File: src/hw/tcgen_pkg.sv
// Shared constants for the timeout clock generator
`default_nettype none
package tcgen_pkg;
	localparam int unsigned CLK_HZ          = 100_000_000;
	localparam int unsigned SYS_CLK_HZ      = 6_000_000;
	localparam int unsigned SYS_DIV         = (CLK_HZ + SYS_CLK_HZ / 2) / SYS_CLK_HZ;
	localparam int unsigned TO_FAST_US      = 1000;
	localparam int unsigned TO_BASE_TICKS   = (SYS_CLK_HZ / 1_000_000) * TO_FAST_US;
	localparam int unsigned ADDR_W          = 8;
	localparam int unsigned DATA_W          = 16;
	localparam int unsigned PER_W           = 20;
	localparam logic [7:0]  ADDR_PWR_MGMT_1 = 8'h01;
	localparam logic [7:0]  ADDR_CLOCKING_1 = 8'h06;
	localparam logic [7:0]  ADDR_CLOCKING_4 = 8'h42;
	localparam int unsigned BIT_OSCILLATOR_ENABLE     = 3;
	localparam int unsigned BIT_TO_HALF     = 15;
	localparam int unsigned BIT_TO_ENA      = 14;
	localparam int unsigned BIT_TO_DIV16    = 8;
	localparam int unsigned BIT_TO_X4       = 7;
	localparam logic        RST_OSCILLATOR_ENABLE     = 1'b0;
	localparam logic        RST_TO_ENA      = 1'b0;
	localparam logic        RST_TO_HALF     = 1'b0;
	localparam logic        RST_TO_X4       = 1'b0;
	localparam logic        RST_TO_DIV16    = 1'b0;
	localparam int unsigned SHIFT_NO_X4     = 2;
	localparam int unsigned SHIFT_HALF      = 1;
	localparam int unsigned SHIFT_DIV16     = 4;
endpackage
`default_nettype wire

File: src/hw/tcgen_div_if.sv
// Carrier between the top and a tick divider
`timescale 1ns/1ns
`default_nettype none
interface tcgen_div_if #(parameter int unsigned W = 20);
	logic         step;
	logic         clear;
	logic [W-1:0] period;
	logic         wrap;
	logic         half;
	modport ctl (output step, output clear, output period, input wrap, input half);
	modport div (input step, input clear, input period, output wrap, output half);
endinterface
`default_nettype wire

File: src/hw/tcgen_top.sv
// Oscillator, system clock and timeout clock generator with its registers
`timescale 1ns/1ns
`default_nettype none
module tcgen_top #(
	parameter int unsigned TO_BASE = tcgen_pkg::TO_BASE_TICKS
) (
	input  wire logic                        clk_in,
	input  wire logic                        rst_n_in,
	input  wire logic [tcgen_pkg::ADDR_W-1:0] reg_addr_in,
	input  wire logic [tcgen_pkg::DATA_W-1:0] reg_wdata_in,
	input  wire logic                        reg_wr_in,
	input  wire logic                        reg_rd_in,
	input  wire logic                        update_pending_in,
	input  wire logic                        zero_cross_in,
	output var  logic [tcgen_pkg::DATA_W-1:0] reg_rdata_out,
	output var  logic                        system_clock_out,
	output var  logic                        timeout_clock_out,
	output var  logic                        timeout_tick_out,
	output var  logic                        update_apply_out
);
	import tcgen_pkg::*;

	logic             oscillator_enable_q;
	logic             timeout_clock_enable_q;
	logic             timeout_half_rate_select_q;
	logic             timeout_rate_times_four_q;
	logic             timeout_rate_divide_sixteen_q;
	logic [PER_W-1:0] to_period_q;
	logic [PER_W-1:0] to_period_d;
	logic [2:0]       to_shift;
	logic             to_run;

	tcgen_div_if #(.W(PER_W)) sys_if ();
	tcgen_div_if #(.W(PER_W)) to_if ();

	// Register writes
	always_ff @(posedge clk_in or negedge rst_n_in) begin
		if (!rst_n_in) begin
			oscillator_enable_q <= RST_OSCILLATOR_ENABLE;
		end else if (reg_wr_in && reg_addr_in == ADDR_PWR_MGMT_1) begin
			oscillator_enable_q <= reg_wdata_in[BIT_OSCILLATOR_ENABLE];
		end
	end

	always_ff @(posedge clk_in or negedge rst_n_in) begin
		if (!rst_n_in) begin
			timeout_clock_enable_q     <= RST_TO_ENA;
			timeout_half_rate_select_q <= RST_TO_HALF;
		end else if (reg_wr_in && reg_addr_in == ADDR_CLOCKING_1) begin
			timeout_clock_enable_q     <= reg_wdata_in[BIT_TO_ENA];
			timeout_half_rate_select_q <= reg_wdata_in[BIT_TO_HALF];
		end
	end

	always_ff @(posedge clk_in or negedge rst_n_in) begin
		if (!rst_n_in) begin
			timeout_rate_times_four_q     <= RST_TO_X4;
			timeout_rate_divide_sixteen_q <= RST_TO_DIV16;
		end else if (reg_wr_in && reg_addr_in == ADDR_CLOCKING_4) begin
			timeout_rate_times_four_q     <= reg_wdata_in[BIT_TO_X4];
			timeout_rate_divide_sixteen_q <= reg_wdata_in[BIT_TO_DIV16];
		end
	end

	// Read back; unmapped addresses and spare bits read zero
	always_ff @(posedge clk_in or negedge rst_n_in) begin
		if (!rst_n_in) begin
			reg_rdata_out <= '0;
		end else if (reg_rd_in) begin
			reg_rdata_out <= '0;
			case (reg_addr_in)
				ADDR_PWR_MGMT_1: begin
					reg_rdata_out[BIT_OSCILLATOR_ENABLE] <= oscillator_enable_q;
				end
				ADDR_CLOCKING_1: begin
					reg_rdata_out[BIT_TO_HALF] <= timeout_half_rate_select_q;
					reg_rdata_out[BIT_TO_ENA]  <= timeout_clock_enable_q;
				end
				ADDR_CLOCKING_4: begin
					reg_rdata_out[BIT_TO_DIV16] <= timeout_rate_divide_sixteen_q;
					reg_rdata_out[BIT_TO_X4]    <= timeout_rate_times_four_q;
				end
				default: begin
					reg_rdata_out <= '0;
				end
			endcase
		end
	end

	// Oscillator model: divides the fast clock to the nominal system rate
	assign sys_if.step   = oscillator_enable_q;
	assign sys_if.clear  = !oscillator_enable_q;
	assign sys_if.period = PER_W'(SYS_DIV);

	tcgen_div #(.W(PER_W)) u_sys_div (
		.clk_in   (clk_in),
		.rst_n_in (rst_n_in),
		.d        (sys_if.div)
	);

	always_ff @(posedge clk_in or negedge rst_n_in) begin
		if (!rst_n_in) begin
			system_clock_out <= 1'b0;
		end else begin
			system_clock_out <= oscillator_enable_q && sys_if.half;
		end
	end

	// Timeout period in system clock ticks: base is the 1000Hz period
	assign to_shift = 3'(timeout_rate_times_four_q ? 0 : SHIFT_NO_X4)
		+ 3'(timeout_half_rate_select_q ? 0 : SHIFT_HALF)
		+ 3'(timeout_rate_divide_sixteen_q ? SHIFT_DIV16 : 0);
	assign to_period_d = PER_W'(TO_BASE) << to_shift;
	assign to_run      = oscillator_enable_q && timeout_clock_enable_q;

	// New rate taken only when idle or at a period boundary
	always_ff @(posedge clk_in or negedge rst_n_in) begin
		if (!rst_n_in) begin
			to_period_q <= PER_W'(TO_BASE) << (SHIFT_NO_X4 + SHIFT_HALF);
		end else if (!to_run || to_if.wrap) begin
			to_period_q <= to_period_d;
		end
	end

	assign to_if.step   = to_run && sys_if.wrap;
	assign to_if.clear  = !to_run || to_if.wrap && to_period_q != to_period_d;
	assign to_if.period = to_period_q;

	tcgen_div #(.W(PER_W)) u_to_div (
		.clk_in   (clk_in),
		.rst_n_in (rst_n_in),
		.d        (to_if.div)
	);

	always_ff @(posedge clk_in or negedge rst_n_in) begin
		if (!rst_n_in) begin
			timeout_clock_out <= 1'b0;
			timeout_tick_out  <= 1'b0;
		end else begin
			timeout_clock_out <= to_run && to_if.half;
			timeout_tick_out  <= to_run && to_if.wrap;
		end
	end

	// Pending volume update applies at zero cross or at timeout
	always_ff @(posedge clk_in or negedge rst_n_in) begin
		if (!rst_n_in) begin
			update_apply_out <= 1'b0;
		end else begin
			update_apply_out <= update_pending_in && (zero_cross_in || to_run && to_if.wrap);
		end
	end
endmodule
`default_nettype wire

File: src/hw/tcgen_div.sv
// Tick divider: counts steps, pulses at wrap, gives first-half level
`timescale 1ns/1ns
`default_nettype none
module tcgen_div #(
	parameter int unsigned W = 20
) (
	input  wire logic clk_in,
	input  wire logic rst_n_in,
	tcgen_div_if.div  d
);
	logic [W-1:0] count_q;
	logic         last;

	assign last = (count_q == d.period - W'(1));

	always_ff @(posedge clk_in or negedge rst_n_in) begin
		if (!rst_n_in) begin
			count_q <= '0;
		end else if (d.clear) begin
			count_q <= '0;
		end else if (d.step) begin
			count_q <= last ? '0 : count_q + W'(1);
		end
	end

	always_ff @(posedge clk_in or negedge rst_n_in) begin
		if (!rst_n_in) begin
			d.wrap <= 1'b0;
		end else begin
			d.wrap <= d.step && !d.clear && last;
		end
	end

	always_ff @(posedge clk_in or negedge rst_n_in) begin
		if (!rst_n_in) begin
			d.half <= 1'b1;
		end else begin
			d.half <= d.clear || (count_q < (d.period >> 1));
		end
	end
endmodule
`default_nettype wire

File: config.mk
export PLATFORM = sky130hd
export DESIGN_NAME = tcgen_top
export DESIGN_NICKNAME = d
export VERILOG_FILES = /design/src/hw/tcgen_pkg.sv /design/src/hw/tcgen_div_if.sv /design/src/hw/tcgen_top.sv /design/src/hw/tcgen_div.sv
export SDC_FILE = /design/constraint.sdc
export NUM_CORES = 1
export LEC_CHECK = 0
export BUFFER_PORTS_ARGS = -buffer_cell sky130_fd_sc_hd__buf_4
export CAP_MARGIN = 20
export CORE_MARGIN = 2
export CORE_UTILIZATION = 50
export DETAILED_ROUTE_END_ITERATION = 7
export PLACE_DENSITY = 0.71
export SLEW_MARGIN = 40
export SYNTH_ARGS = -nofsm -noshare
export SYNTH_HDL_FRONTEND = slang
export SYNTH_HIERARCHICAL = 1
export SYNTH_SLANG_ARGS = --single-unit
File: constraint.sdc
create_clock -name clk_in -period 2.5 [get_ports clk_in]
set_clock_uncertainty 0.15 [all_clocks]
set_input_delay 0 -clock clk_in [delete_from_list [all_inputs] [get_ports clk_in]]
set_output_delay 0 -clock clk_in [all_outputs]
set_load 0.01 [all_outputs]
==> flow_metrics.py <==
metrics = {
    "setup_path": {
        "endpoint_kind": "register",
        "cp.arrival_ps": 2850,
        "critical_path.startpoint_type": "register",
        "critical_path_required_ps": 2580,
        "worst_setup_path_category": "reg2reg",
        "path_max_fanout": 5,
    },
    "power": {
        "power.switching_fraction": 0.272,
        "p_int_uw": 2400,
        "power_frac_clock": 0.445,
        "static-leakage-power_uw": 0.00379,
        "power.net_switching_uw": 897,
        "ir_worst_vdd_mv": 0.393,
        "power_share_of_the_sequential_group": 0.380,
        "comb_power_share": 0.175,
        "power.density_mw_per_mm2": 388,
        "total_power_uw": 3300,
    },
    "finish": {
        "antennaDiodeCount": 0,
        "fin_nets": 1032,
        "layout.cell_area.non_filler_mm2": 0.00849,
        "area_growth_syn_to_layout_pct": 30.3,
        "layout-drive-gt1-share": 0.221,
        "final_core_utilization": 0.670,
    },
    "drt": {
        "vias_per_instance": 5.47,
        "route.detailed.wl_per_inst_um": 15.3,
        "detailedRoute.firstPassIterationCount": 5,
        "post-route-drc-count": 0,
        "detail-route-antenna-nets": 0,
        "dr.first_iter.drc_count": 329,
        "detailroute.via_count": 6235,
        "detail_route.wirelength_um": 17400,
    },
    "synth": {
        "postSynthAreaPerCell_um2": 8.34,
        "synth_top_cells_by_count": "86 x sky130_fd_sc_hd__nor2_1, 65 x sky130_fd_sc_hd__dfrtp_1, 58 x sky130_fd_sc_hd__inv_1",
        "synth-warning-count": 6,
        "yosysMostFrequentCell": "sky130_fd_sc_hd__nor2_1",
        "post-synth-top-area-cell": "sky130_fd_sc_hd__dfrtp_1",
        "yosysUniqueCellTypes": 72,
        "synth.top_cells.by_area": "sky130_fd_sc_hd__dfrtp_1 25%, sky130_fd_sc_hd__ha_1 7.7%, sky130_fd_sc_hd__xnor2_1 6.7%",
        "synth.cell_area_mm2": 0.00652,
        "ys_seq_area_frac": 0.286,
        "async_flop_share": 1.00,
        "yosys_most_used_dff": "sky130_fd_sc_hd__dfrtp_1",
        "postSynthCellCount": 782,
        "flops_latches_synth": 74,
        "synth-edff-count": 0,
        "synthDominantCellAreaShare": 0.249,
    },
    "sta": {
        "slew_violations": 0,
        "setup-violations-final": 21,
        "max_slew.worst_pin.slew_ps": 707,
        "fin_crit_sh": 1.11,
        "hold_viol": 1,
        "final.setup.worst_slack_ps": -271,
        "slew-limit-headroom": 0.529,
        "grt_setup_unrepaired": "true",
        "hold-worst-slack_ps": -28.3,
        "layout_min_cycle_time_ps": 2770,
        "max_clock_freq_ghz": 0.361,
    },
    "worst_hold_path": {
        "hold_path_class": "in2reg",
    },
    "clock_network": {
        "insertion_delay_ps": 350,
        "h-tree-depth": 3,
        "clock_sink_count": 74,
        "clockRootBuffer": "sky130_fd_sc_hd__clkbuf_16",
        "clock_path_buffers": 2,
        "cts_tree": "yes",
        "cts_made_buffers": 9,
        "cts.reportedPaths.clkPinSlew_ps": 60,
    },
    "die": {
        "fp-row-count": 41,
        "initial_core_utilization": 0.515,
        "top_level_ports": 50,
        "floorplan.die.width_um": 118,
        "fp.dieH_um": 118,
        "die_area_mm2": 0.0140,
        "fp.coreArea_mm2": 0.0127,
    },
    "global_routing": {
        "maximum_number_of_pins_on_one_net_before_global_route_repair": 75,
        "groute.usage.overall": 0.253,
        "overflow": 0,
        "grt_pass1_wl_um": 28800,
        "antenna_found_initial": 0,
        "first_global_vias": 5940,
    },
    "placement": {
        "gp_congestion": 0.895,
        "io_buffers": 27,
        "detailedPlacementHpwl_um": 12300,
        "post_place_instance_area_mm2": 0.00763,
        "preCtsSetupSlack_ps": -223,
    },
    "status": {
        "run_status": "complete, but fails checks",
        "failed_checks": "hold timing, setup timing",
    },
    "run": {
        "count_of_maximum_capacitance_violations": 0,
    },
}
-- worst paths after layout --
path                       cells past startpoint              from                             to  slack, ps
hold reg to reg                                2  reg_rdata_out[7]               reg_rdata_out[7]        380
min in group asynchronous                      2          rst_n_in  timeout_rate_divide_sixteen_q        120
hold / removal                                 5    reg_addr_in[2]              reg_rdata_out[15]        -30
max in group asynchronous                      2          rst_n_in           u_to_div/count_q[17]       1590
setup reg to reg                              10   to_if.period[7]            u_to_div/count_q[4]       -270
setup / recovery                              10   to_if.period[7]            u_to_div/count_q[4]       -270
-- worst max-delay path, stage by stage (launching register included) --
cell and delay [ps]:
sky130_fd_sc_hd__dfstp_2 390, sky130_fd_sc_hd__buf_6 120, sky130_fd_sc_hd__or4_4 570, sky130_fd_sc_hd__nor4_2 160, sky130_fd_sc_hd__o21ai_1 100, sky130_fd_sc_hd__a31o_2 280, sky130_fd_sc_hd__buf_6 120, sky130_fd_sc_hd__o41ai_4 340
sky130_fd_sc_hd__buf_6 200, sky130_fd_sc_hd__clkbuf_16 170, sky130_fd_sc_hd__nor2_2 40
-- final cells by class --
cell class,instances,area [um2]
Clock inverter,6,95.1
Timing Repair Buffer,135,1180
Multi-Input combinational cell,683,4680
Fill cell,1076,4180
Sequential cell,74,1870
Tap cell,172,215
Inverter,59,221
Clock buffer,10,239
-- per-stage QoR --
| step | std cells | TNS, ps |
|---|---|---|
| CTS | 1133 | -2680 |
| global route | 1139 | -5870 |
| global placement | 1096 | -2910 |
| floorplan | 872 | -1860 |
| detailed placement | 1096 | -3610 |
| finish | 1139 | -4910 |
-- cells in the final DEF (no fill, tap or decap), types with 7 or more instances in the layout --
cell and count:
sky130_fd_sc_hd__buf_4 104, sky130_fd_sc_hd__conb_1 92, sky130_fd_sc_hd__nor2_1 68, sky130_fd_sc_hd__dfrtp_1 63, sky130_fd_sc_hd__inv_1 58, sky130_fd_sc_hd__xnor2_1 50, sky130_fd_sc_hd__ha_1 40, sky130_fd_sc_hd__nand4_1 37
sky130_fd_sc_hd__nand2_1 36, sky130_fd_sc_hd__xor2_1 33, sky130_fd_sc_hd__o21ai_0 28, sky130_fd_sc_hd__a21oi_1 26, sky130_fd_sc_hd__nand3_1 26, sky130_fd_sc_hd__nor3_1 22, sky130_fd_sc_hd__a21o_1 19, sky130_fd_sc_hd__dlygate4sd3_1 18
sky130_fd_sc_hd__nor4_1 14, sky130_fd_sc_hd__or3_1 12, sky130_fd_sc_hd__clkbuf_16 11, sky130_fd_sc_hd__and3_1 10, sky130_fd_sc_hd__a31oi_1 10, sky130_fd_sc_hd__dfstp_2 9, sky130_fd_sc_hd__nor2_2 9, sky130_fd_sc_hd__nor2_4 9
sky130_fd_sc_hd__nand3b_1 8, sky130_fd_sc_hd__a211oi_1 7
-- cells by family (layout without fill, tap and decap cells) --
family,after synthesis,count (layout),synth area share
other,2,92,0.00115
and+or+nand+nor,313,313,0.271
AOI/OAI and AO/OA,150,150,0.162
xor gates and xnor gates,83,83,0.111
muxes,5,5,0.0104
DFF,74,74,0.286
buffers and inverters,115,210,0.0814
adders and majority gates,40,40,0.0768
-- per-layer routing --
layer	routed length, um	track usage	vias up	part of all wire
met5	0	0	-	0
met4	367	0.0776	0	0.021
met3	652	0.0483	32	0.037
met2	8880	0.439	131	0.51
met1	7520	0.316	2995	0.43
li1	-	-	3077	-
-- sequential cells by signal, summed over array words and instances (netlist names), 5 cells and up --
register           flops
u_sys_div/count_q     20
u_to_div/count_q      20
to_if.period          16
reg_rdata_out          5
-- power by group through the flow --
stage | Combinational (uW) | Sequential, uW | Clock, uW
detailed placement | 500 | 1270 | 0
CTS | 531 | 1250 | 1490
global placement | 495 | 1270 | 0
finish | 576 | 1250 | 1470
floorplan | 328 | 1280 | 0
global route | 639 | 1260 | 1560
-- timing repair --
item	in CTS	in global routing
pin swaps	2	20
gates resized for setup	10	45
endpoints found under the setup margin	21	38
hold buffers	19	0
gates cloned	0	3
endpoints found under the hold margin	85	0
buffers inserted	2	4
Power figures use the tool's default switching activity.
